`src/inc/hsfr_map.svh`:
```
// Overview of operation
// - OV/UV fault cuts gate, clears matching flag
// - flags readable; clear write needs condition gone
// - voltage flag returns only on clean write or manual reset
// - overcurrent cuts gate, power good, flag
// - overcurrent filter widths 0/5/10/20 us
// - insertion threshold 1x to 4x base
// - after power good use normal threshold
// - wait delay, retry, count failed retries
// - retry delay 100ms/500ms/1s/5s
// - retry limit sets status, pin, idle
// - retry mode codes select count and pin
// - mode 110 retries forever, pin after first
// - always-retry modes never idle
// - manual reset or power cycle clears failure
// - clean retry keeps gate enabled
// - overcurrent flag restored by write or retry
// - failure pin mirrors status bit, write clears
// - battery input selects undervoltage comparator
`ifndef HSFR_MAP_SVH
`define HSFR_MAP_SVH
`define HSFR_CLK_HZ        40000000
`define HSFR_NF_5US_NS     5000
`define HSFR_NF_10US_NS    10000
`define HSFR_NF_20US_NS    20000
`define HSFR_NF5_CYC       ((`HSFR_NF_5US_NS * 40) / 1000)
`define HSFR_NF10_CYC      ((`HSFR_NF_10US_NS * 40) / 1000)
`define HSFR_NF20_CYC      ((`HSFR_NF_20US_NS * 40) / 1000)
`define HSFR_DLY_100MS     100
`define HSFR_DLY_500MS     500
`define HSFR_DLY_1000MS    1000
`define HSFR_DLY_5000MS    5000
`define HSFR_MS_CYC(ms)    ((ms) * 40000)
`define HSFR_FILT_RST      2'h1
`define HSFR_LIM_RST       2'h3
`define HSFR_MODE_RST      3'h0
`define HSFR_DELAY_RST     2'h0
`define HSFR_MODE_FOREVER  3'h0
`define HSFR_MODE_FOR_PIN  3'h6
`define HSFR_MODE_NONE     3'h7
`endif

```
`src/inc/hsfr_pkg.sv`:
```
package hsfr_pkg;
	// comparator results from the analog side
	typedef struct packed {
		logic overVolt;
		logic underVoltMain;
		logic underVoltBatt;
		logic ocNormal;
		logic ocInsert;
	} hsfr_cmp_t;

	// configuration bits
	typedef struct packed {
		logic [1:0] filterSel;
		logic [1:0] insertLimit;
		logic [2:0] retryMode;
		logic [1:0] retryDelay;
	} hsfr_cfg_t;

	// fault flags, active low for the three fault bits
	typedef struct packed {
		logic overvoltFaultFlag;
		logic undervoltFaultFlag;
		logic overcurrentFaultFlag;
		logic retryFailStatus;
		logic [2:0] retryCounter;
	} hsfr_stat_t;

	typedef enum logic [3:0] {
		HSFR_ON    = 4'b0001,
		HSFR_WAIT  = 4'b0010,
		HSFR_RETRY = 4'b0100,
		HSFR_IDLE  = 4'b1000
	} hsfr_state_t;
endpackage : hsfr_pkg

```
`src/rtl/hsfr_ctrl.sv`:
```
`timescale 1ns/1ps
`default_nettype none
`include "hsfr_map.svh"
module hsfr_ctrl #(
	parameter int unsigned MS_CYC = 40000
) (
	// clock, reset, enable
	input  wire logic              clk,
	input  wire logic              reset,
	input  wire logic              clkEn,
	input  wire logic              hot_manual_reset_n,
	// analog comparators and pins
	input  wire hsfr_pkg::hsfr_cmp_t cmpIn,
	input  wire logic              battery_on_in,
	input  wire logic              powerGoodQual,
	// configuration and software writes
	input  wire hsfr_pkg::hsfr_cfg_t cfgIn,
	input  wire logic              cfgWrite,
	input  wire logic              faultDetectWrite,
	input  wire logic              retryStatusWrite,
	// outputs
	output logic                   fetDriveEn,
	output logic                   power_good_out,
	output logic                   retry_fail_pin_n,
	output hsfr_pkg::hsfr_cfg_t    cfgOut,
	output hsfr_pkg::hsfr_stat_t   statOut
);
	import hsfr_pkg::*;

	logic [4:0]  syncA_ff;
	logic [4:0]  syncB_ff;
	logic [2:0]  batSync_ff;
	logic [2:0]  mrSync_ff;
	logic        ovNow, uvNow, ocRaw;
	logic [9:0]  filtCnt_ff;
	logic [9:0]  filtLen;
	logic        ocFilt;
	logic        inserting_ff;
	hsfr_cfg_t   cfg_ff;
	hsfr_stat_t  stat_ff;
	hsfr_state_t state_ff;
	logic [31:0] dlyCnt_ff;
	logic [31:0] dlyLen;
	logic        mrAct;
	logic        limitHit;

	// comparator and pin synchronisers
	always_ff @(posedge clk or posedge reset)
		if (reset)
		begin
			syncA_ff   <= 5'h0;
			syncB_ff   <= 5'h0;
			batSync_ff <= 3'h0;
			mrSync_ff  <= 3'h7;
		end
		else if (clkEn)
		begin
			syncA_ff   <= cmpIn;
			syncB_ff   <= syncA_ff;
			batSync_ff <= {batSync_ff[1:0], battery_on_in};
			mrSync_ff  <= {mrSync_ff[1:0], hot_manual_reset_n};
		end

	// manual reset seen low, after sync
	assign mrAct = !mrSync_ff[1];

	// decoded comparator results
	always_comb
	begin
		ovNow = syncB_ff[4];
		uvNow = batSync_ff[1] ? syncB_ff[2] : syncB_ff[3];
		ocRaw = (inserting_ff && !power_good_out) ? syncB_ff[0] : syncB_ff[1];
	end

	// filter length by select
	function automatic logic [9:0] filtCycles(input logic [1:0] sel);
		case (sel)
			2'h0: filtCycles = 10'h0;
			2'h1: filtCycles = 10'(`HSFR_NF5_CYC);
			2'h2: filtCycles = 10'(`HSFR_NF10_CYC);
			2'h3: filtCycles = 10'(`HSFR_NF20_CYC);
			default: filtCycles = 10'h0;
		endcase
	endfunction : filtCycles

	// retry delay by select
	function automatic logic [31:0] delayCycles(input logic [1:0] sel);
		case (sel)
			2'h0: delayCycles = 32'(`HSFR_DLY_100MS * MS_CYC);
			2'h1: delayCycles = 32'(`HSFR_DLY_500MS * MS_CYC);
			2'h2: delayCycles = 32'(`HSFR_DLY_1000MS * MS_CYC);
			2'h3: delayCycles = 32'(`HSFR_DLY_5000MS * MS_CYC);
			default: delayCycles = 32'(`HSFR_DLY_100MS * MS_CYC);
		endcase
	endfunction : delayCycles

	assign filtLen = filtCycles(cfg_ff.filterSel);
	assign dlyLen  = delayCycles(cfg_ff.retryDelay);

	// overcurrent must persist longer than filter width
	always_ff @(posedge clk or posedge reset)
		if (reset)
			filtCnt_ff <= 10'h0;
		else if (clkEn)
		begin
			if (!ocRaw)
				filtCnt_ff <= 10'h0;
			else if (filtCnt_ff <= filtLen)
				filtCnt_ff <= filtCnt_ff + 10'h1;
		end

	assign ocFilt = ocRaw && (filtCnt_ff > filtLen);

	// insertion window ends at first power good
	always_ff @(posedge clk or posedge reset)
		if (reset)
			inserting_ff <= 1'b1;
		else if (clkEn)
		begin
			if (mrAct)
				inserting_ff <= 1'b1;
			else if (power_good_out)
				inserting_ff <= 1'b0;
		end

	// configuration, defaults restored by manual reset
	always_ff @(posedge clk or posedge reset)
		if (reset)
		begin
			cfg_ff.filterSel   <= `HSFR_FILT_RST;
			cfg_ff.insertLimit <= `HSFR_LIM_RST;
			cfg_ff.retryMode   <= `HSFR_MODE_RST;
			cfg_ff.retryDelay  <= `HSFR_DELAY_RST;
		end
		else if (clkEn)
		begin
			if (mrAct)
			begin
				cfg_ff.filterSel   <= `HSFR_FILT_RST;
				cfg_ff.insertLimit <= `HSFR_LIM_RST;
				cfg_ff.retryMode   <= `HSFR_MODE_RST;
				cfg_ff.retryDelay  <= `HSFR_DELAY_RST;
			end
			else if (cfgWrite)
				cfg_ff <= cfgIn;
		end

	assign cfgOut = cfg_ff;

	// retry limit reached for counted modes
	assign limitHit = (cfg_ff.retryMode == `HSFR_MODE_NONE) ||
		((cfg_ff.retryMode != `HSFR_MODE_FOREVER) &&
		 (cfg_ff.retryMode != `HSFR_MODE_FOR_PIN) &&
		 (stat_ff.retryCounter >= cfg_ff.retryMode));

	// voltage flags: set low wins over a clearing write
	always_ff @(posedge clk or posedge reset)
		if (reset)
		begin
			stat_ff.overvoltFaultFlag  <= 1'b1;
			stat_ff.undervoltFaultFlag <= 1'b1;
		end
		else if (clkEn)
		begin
			if (mrAct)
			begin
				stat_ff.overvoltFaultFlag  <= 1'b1;
				stat_ff.undervoltFaultFlag <= 1'b1;
			end
			else
			begin
				if (ovNow)
					stat_ff.overvoltFaultFlag <= 1'b0;
				else if (faultDetectWrite)
					stat_ff.overvoltFaultFlag <= 1'b1;
				if (uvNow)
					stat_ff.undervoltFaultFlag <= 1'b0;
				else if (faultDetectWrite)
					stat_ff.undervoltFaultFlag <= 1'b1;
			end
		end

	// overcurrent flag
	always_ff @(posedge clk or posedge reset)
		if (reset)
			stat_ff.overcurrentFaultFlag <= 1'b1;
		else if (clkEn)
		begin
			if (mrAct)
				stat_ff.overcurrentFaultFlag <= 1'b1;
			else if (ocFilt)
				stat_ff.overcurrentFaultFlag <= 1'b0;
			else if (!ocRaw && (faultDetectWrite ||
				(state_ff == HSFR_WAIT && dlyCnt_ff == 32'h0)))
				stat_ff.overcurrentFaultFlag <= 1'b1;
		end

	// retry state machine and counter
	always_ff @(posedge clk or posedge reset)
		if (reset)
		begin
			state_ff             <= HSFR_ON;
			dlyCnt_ff            <= 32'h0;
			stat_ff.retryCounter <= 3'h0;
		end
		else if (clkEn)
		begin
			if (mrAct)
			begin
				state_ff             <= HSFR_ON;
				dlyCnt_ff            <= 32'h0;
				stat_ff.retryCounter <= 3'h0;
			end
			else
				case (state_ff)
					HSFR_ON:
						if (ocFilt)
						begin
							state_ff  <= limitHit ? HSFR_IDLE : HSFR_WAIT;
							dlyCnt_ff <= dlyLen - 32'h1;
						end
					HSFR_WAIT:
						if (dlyCnt_ff != 32'h0)
							dlyCnt_ff <= dlyCnt_ff - 32'h1;
						else
						begin
							// window covers gate, sync and filter latency
							state_ff  <= HSFR_RETRY;
							dlyCnt_ff <= 32'(filtLen) + 32'h6;
						end
					HSFR_RETRY:
						if (ocFilt)
						begin
							if (stat_ff.retryCounter != 3'h7)
								stat_ff.retryCounter <= stat_ff.retryCounter + 3'h1;
							state_ff  <= (limitHit || ((cfg_ff.retryMode != 3'h0) &&
								(cfg_ff.retryMode != `HSFR_MODE_FOR_PIN) &&
								(stat_ff.retryCounter + 3'h1 >= cfg_ff.retryMode)))
								? HSFR_IDLE : HSFR_WAIT;
							dlyCnt_ff <= dlyLen - 32'h1;
						end
						else if (dlyCnt_ff != 32'h0)
							dlyCnt_ff <= dlyCnt_ff - 32'h1;
						else
							state_ff <= HSFR_ON;
					HSFR_IDLE:
						state_ff <= HSFR_IDLE;
					default:
						state_ff <= HSFR_ON;
				endcase
		end

	// failure status: set wins over software clear
	always_ff @(posedge clk or posedge reset)
		if (reset)
			stat_ff.retryFailStatus <= 1'b0;
		else if (clkEn)
		begin
			if (mrAct)
				stat_ff.retryFailStatus <= 1'b0;
			else if ((state_ff != HSFR_IDLE) && ocFilt && limitHit && (state_ff == HSFR_ON))
				stat_ff.retryFailStatus <= 1'b1;
			else if (state_ff == HSFR_RETRY && ocFilt &&
				(cfg_ff.retryMode != `HSFR_MODE_FOREVER) &&
				((cfg_ff.retryMode == `HSFR_MODE_FOR_PIN) ||
				 (stat_ff.retryCounter + 3'h1 >= cfg_ff.retryMode)))
				stat_ff.retryFailStatus <= 1'b1;
			else if (retryStatusWrite)
				stat_ff.retryFailStatus <= 1'b0;
			else if (cfg_ff.retryMode == `HSFR_MODE_FOR_PIN && faultDetectWrite && !ocRaw)
				stat_ff.retryFailStatus <= 1'b0;
		end

	assign statOut = stat_ff;

	// gate and power-good outputs
	always_ff @(posedge clk or posedge reset)
		if (reset)
		begin
			fetDriveEn       <= 1'b0;
			power_good_out   <= 1'b0;
			retry_fail_pin_n <= 1'b1;
		end
		else if (clkEn)
		begin
			fetDriveEn <= !ovNow && !uvNow && !ocFilt && !mrAct &&
				(state_ff == HSFR_ON || state_ff == HSFR_RETRY);
			power_good_out <= !ovNow && !uvNow && !ocFilt && !mrAct &&
				state_ff == HSFR_ON && fetDriveEn && powerGoodQual;
			retry_fail_pin_n <= !stat_ff.retryFailStatus;
		end
endmodule : hsfr_ctrl
`default_nettype wire

```
`config.mk`:
```
export PLATFORM = sky130hd
export DESIGN_NAME = hsfr_ctrl
export DESIGN_NICKNAME = d
export VERILOG_FILES = /design/src/inc/hsfr_pkg.sv /design/src/rtl/hsfr_ctrl.sv
export VERILOG_INCLUDE_DIRS = /design/src /design/src/inc
export SDC_FILE = /design/constraint.sdc
export NUM_CORES = 1
export LEC_CHECK = 0
export BUFFER_PORTS_ARGS = -buffer_cell sky130_fd_sc_hd__buf_4
export CORE_MARGIN = 2
export CORE_UTILIZATION = 62
export CTS_BUF_LIST = sky130_fd_sc_hd__clkbuf_4
export CTS_CLUSTER_SIZE = 14
export DETAILED_ROUTE_END_ITERATION = 8
export PLACE_DENSITY = 0.89
export RECOVER_POWER = 25
export SYNTH_ARGS = -nofsm -noshare
export SYNTH_HDL_FRONTEND = slang
export SYNTH_SLANG_ARGS = --single-unit
```
`constraint.sdc`:
```
create_clock -name clk -period 3.35 [get_ports clk]
set_input_delay 0.1675 -clock clk [delete_from_list [all_inputs] [get_ports clk]]
set_output_delay 0.1675 -clock clk [all_outputs]
set_load 0.05 [all_outputs]
```
# Word level (Yosys, flattened, before mapping)
# Cells that the tools add are included.
# classes
magnitude_cmp,4
n_mux,40
reduce_logical,48
add_sub_neg,5
eq_ne,30
# op_table
operator,count
32-bit 2-to-1 mux,5
32-bit one-hot mux with 4 select lines,1
32-bit one-hot mux with 3 select lines,1
"32-bit by 1-bit subtractor with 32-bit output, second input constant",2
10-bit one-hot mux with 4 select lines,1
32-bit zero test,1
32-bit nonzero test,1
4-bit 2-to-1 mux,7
1-bit logical AND,22
10-bit 2-to-1 mux,2
9-bit 2-to-1 mux,2
4-bit one-hot mux with 4 select lines,1
1-bit 2-to-1 mux,15
"3-bit inequality test, second input constant",5
2-bit AND reduction,7
3-bit 2-to-1 mux,4
"4-bit inequality test, second input constant",3
4-bit AND reduction,3
"10-bit by 3-bit adder with 11-bit output, second input constant",1
"10-bit by 1-bit adder with 10-bit output, second input constant",1
10-bit greater-than comparator,1
10-bit <= comparator,1
"2-bit equality test, second input constant",4
"2-bit by 1-bit inequality test with 1-bit output, second input constant",4
other kinds (18),32
# word_totals
word_cells,147
ff_bits,80

# Longest topological paths before layout
# logic_depth
ltp_word,10
mapped_depth,12

# Least setup slack after synthesis
# Ideal clock, no wire load.
# synth_path
path_kind,flip-flop to flip-flop
startpoint,register cfg_ff (netlist bit cfgOut[7])
endpoint,register dlyCnt_ff[28]
setup_time_ns,0.129
stages_incl_launch_ff,13
path_slack_ns,0.036
required_time_ns,3.221
synth_period_minus_slack_ns,3.314
arrival_time_ns,3.185
path_buffers,1
cell_sequence,dfstp_2 inv_1 ha_1 o21bai_1 ha_1 nand4_1 a21o_1 a311oi_1 o22ai_1 clkbuf_1 o211a_1 o21ai_0 o41ai_1
# synth_via
elab_chain_cells,7
# synth_rtl
item,line,text
from (decl),hsfr_ctrl.sv:39,hsfr_cfg_t cfg_ff;
from (signal assigned),hsfr_ctrl.sv:145,cfg_ff <= cfgIn;
"2-bit equality test, or another cell as far along",hsfr_ctrl.sv:77,case (sel)
10-bit one-hot mux with 4 select lines *,hsfr_ctrl.sv:77,
10-bit greater-than comparator *,hsfr_ctrl.sv:112,assign ocFilt = ocRaw && (filtCnt_ff > filtLen);
1-bit logical AND *,hsfr_ctrl.sv:112,
32-bit 2-to-1 mux,hsfr_ctrl.sv:232,if (ocFilt)
32-bit one-hot mux with 3 select lines,hsfr_ctrl.sv:215,case (state_ff)
32-bit 2-to-1 mux,hsfr_ctrl.sv:208,if (mrAct)
to (signal assigned),hsfr_ctrl.sv:220,dlyCnt_ff <= dlyLen - 32'h1;
to (signal assigned),hsfr_ctrl.sv:224,dlyCnt_ff <= dlyCnt_ff - 32'h1;
to (signal assigned),hsfr_ctrl.sv:240,dlyCnt_ff <= dlyLen - 32'h1;
to (decl),hsfr_ctrl.sv:42,logic [31:0] dlyCnt_ff;
# Every way passes the cells marked *; elsewhere a longest branch is shown, timed or not. The select of a mux whose other input is x is not followed.
# A chain may end at the register's enable or synchronous reset.

# Final worst setup path
# layout_path
startpoint,register cfg_ff (netlist bit cfgOut[7])
endpoint,register dlyCnt_ff[14]
# The elaborated chain is that of the path after synthesis.

==> flow_summary.json <==
{
  "tritoncts": "done",
  "rsz0062_at_grt": "true",
  "grtUsageMet1_pct": 43.5,
  "syn_avg_cell_area_um2": 8.86,
  "coreArea_um2": 8090,
  "synth_seq_area_share_pct": 39.6,
  "clockRootBuffer": "clkbuf_4",
  "finalNetCount": 688,
  "crit_path_end_kind": "register",
  "drive_gt1_share_pct": 19.1,
  "min-delay-start": "faultDetectWrite",
  "hold_violations": 0,
  "p_leak_uw": 0.00272,
  "start_kind": "register",
  "vias": 4860,
  "synth_cell_types": 65,
  "powerDensity_nw_per_um2": 591,
  "wire_per_inst_um": 18.8,
  "grt.busiest_layer": "met2",
  "syn-num-nets": 628,
  "yosys_most_used_dff": "dfrtp_1",
  "grtUsageTotal_pct": 32.9,
  "via_per_inst": 6.53,
  "insertion_delay_ns": 0.46,
  "ir_worst_vdd_mv": 0.330,
  "setup-violations-final": 0,
  "fin_util_pct": 72.3,
  "routed_wl_mm": 14.0,
  "worst_pin_slew_ns": 1.52,
  "cts_sinks": 80,
  "min_path_cells": 3,
  "seq_area_um2": 2020,
  "total_power_uw": 3460,
  "required_ns": 3.67,
  "use_met2_pct": 53.4,
  "fillCellCount": 596,
  "synth_seq_cells": 80,
  "hold_class": "input pin to register",
  "outcome": "finished with violations",
  "fp.dieW_um": 94.6,
  "arrival_ns": 3.51,
  "post-route-period-util_pct": 95.0,
  "violations": "max-capacitance violations, max-slew violations",
  "drc_errors": 0,
  "htreeDepth": 3,
  "place_congestion": 0.958,
  "dp_hpwl_mm": 9.93,
  "synth_area_um2": 5080,
  "r2r_end": "dlyCnt_ff[14]",
  "grt_pass1_vias": 4731,
  "grt_max_degree": 44,
  "drt-initial-drc-count": 500,
  "antenna_found_initial": 0,
  "first_pass_iters": 5,
  "dieHeight_um": 94.6,
  "placed_area_um2": 5560,
  "antenna_left": 0,
  "synth-edff-count": 0,
  "async_reset_ff_share_pct": 100,
  "cts_made_buffers": 9,
  "clk_pin_slew_ns": 0.15,
  "rr_worst_depth": 11,
  "crit_type": "register to register",
  "yosys_warnings": 0,
  "fmax_ghz": 0.314,
  "ioPinCount": 42,
  "r2r_start": "cfgOut[7]",
  "use_met3_pct": 7.34,
  "start_util_pct": 62.8,
  "fp-row-count": 33,
  "cts.path.max_buffers": 2,
  "grt_overflow_total": 0,
  "finClkSkew_ns": 0.0193,
  "drv_cap": 1,
  "postSynthCellCount": 574,
  "relSlewSlack_pct": -1.63,
  "syn2layout_area_growth_pct": 15.1,
  "grt_pass1_wl_mm": 22.9,
  "diodes": 0,
  "dieArea_um2": 8940,
  "r2r_slack_ns": 0.17,
  "finalMaxSlewViolations": 29,
  "postLayoutCellArea_um2": 5850,
  "period_needed_ns": 3.18,
  "whs_endpoint": "statOut[6]",
  "critPathMaxFanout": 13,
  "multiInputGateArea_um2": 2820,
  "numPortBuffers": 41
}
[layout by cell type (no fill, tap or decap), types with 6 or more instances in the layout]
master / instances
xnor2_1: 8
dfstp_2: 11
nor3_1: 22
nand2b_1: 7
o21ai_1: 10
o21ai_0: 48
nand2_1: 67
nand3_1: 14
clkbuf_4: 10
a21oi_1: 27
dlygate4sd3_1: 13
mux2_2: 17
nor2_1: 44
a22o_1: 6
inv_1: 33
xor2_1: 8
buf_4: 57
dfrtp_1: 69
ha_1: 31
nand4_1: 10
o22ai_1: 10
nor4_1: 9
a31oi_1: 10
[area by class of cell]
type	instances	share of cell area (%)
Timing Repair Buffer	75	10.5
Multi-Input combinational cell	434	48.2
Tap cell	105	2.25
Clock buffer	9	1.15
Clock inverter	7	1.35
Sequential cell	80	34.4
Inverter	34	2.20
[flip-flops by register name (all words and copies together), names as in the netlist]
register	count
syncB_ff	5
filtCnt_ff	10
mrSync_ff	2
cfgOut	9
batSync_ff	2
inserting_ff	1
dlyCnt_ff	32
state_ff	4
fetDriveEn	1
power_good_out	1
retry_fail_pin_n	1
statOut	7
syncA_ff	5
[logic make-up (layout without fill, tap and decap cells)]
family | Yosys count | in the layout | synth area share (%)
AO/OA/AOI/OAI | 162 | 162 | 20.6
AND/OR/NAND/NOR | 207 | 207 | 20.3
buffers and inverters | 60 | 125 | 5.12
adder cells (fa/ha/maj) | 31 | 31 | 7.63
flip-flops | 80 | 80 | 39.6
XOR/XNOR | 16 | 16 | 2.76
multiplexers | 18 | 18 | 3.96
[per-stage QoR]
step	hold WS (ns)	worst slack [ns]	setup TNS, ns	std cells
after global placement	0.182	0.153	0	715
after global routing	0.0490	-0.0198	-0.0255	744
after detailed placement	0.185	-0.0474	-0.0584	715
after floorplan	0.289	0.0363	0	574
after CTS	0.0303	0.0510	0	744
final	0.0453	0.167	0	744
[routing by layer]
layer  part of all wire (%)  routed length, µm  vias up
li1                       -                  -     2214
met1                     41               5730     2325
met2                     47               6600      278
met3                    8.8               1230       43
met4                    3.1                434        0
met5                      0                  0        -
[cells in the mapped netlist (7+ instances only)]
library cell	number	share of area (%)
a21oi_1	27	2.7
a31oi_1	10	1.2
buf_2	7	0.69
clkbuf_1	13	0.96
dfrtp_1	69	34
dfstp_2	11	5.7
ha_1	31	7.6
inv_1	34	2.5
mux2_2	17	3.8
nand2_1	67	4.9
nand2b_1	7	0.86
nand3_1	14	1.4
nand4_1	10	1.2
nor2_1	45	3.3
nor3_1	22	2.2
nor4_1	9	1.1
o21ai_0	49	4.8
o21ai_1	9	0.89
o22ai_1	10	1.2
xnor2_1	8	1.4
xor2_1	8	1.4
[power breakdown]
part	internal (µW)	leakage [µW]	switching (µW)
Combinational	629	0.00160	1030
Sequential	1060	0.00104	117
Clock	235	0.0000809	386
[critical path: stages (launching register included)]
cell,delay [ns]
dfstp_2,0.59
inv_1,0.08
ha_1,0.20
o21bai_1,0.18
ha_1,0.31
nand4_1,0.10
a21o_1,0.19
a311o_2,0.46
nor2_4,0.21
a21boi_0,0.18
o211ai_1,0.36
o221ai_1,0.18
[worst max path at each step]
stage                     startpoint             to  slack [ns]  depth (start not counted)
final                      cfgOut[7]  dlyCnt_ff[14]        0.17                         11
after floorplan            cfgOut[7]  dlyCnt_ff[28]        0.04                         12
after global placement     cfgOut[7]  dlyCnt_ff[14]        0.15                         11
after CTS                  cfgOut[7]  dlyCnt_ff[14]        0.05                         11
after detailed placement   cfgOut[7]    state_ff[1]       -0.05                         11
after global routing       cfgOut[7]    state_ff[1]       -0.02                         11
[repair_timing]
action / CTS / global route
buffers inserted: 0 / 0
pin swaps: 0 / 1
gates resized for setup: 1 / 5
hold buffers: 13 / 0
hold endpoints to repair: 36 / 0
setup endpoints to repair: 2 / 8
No activity file was read; power rests on OpenSTA's default activity.
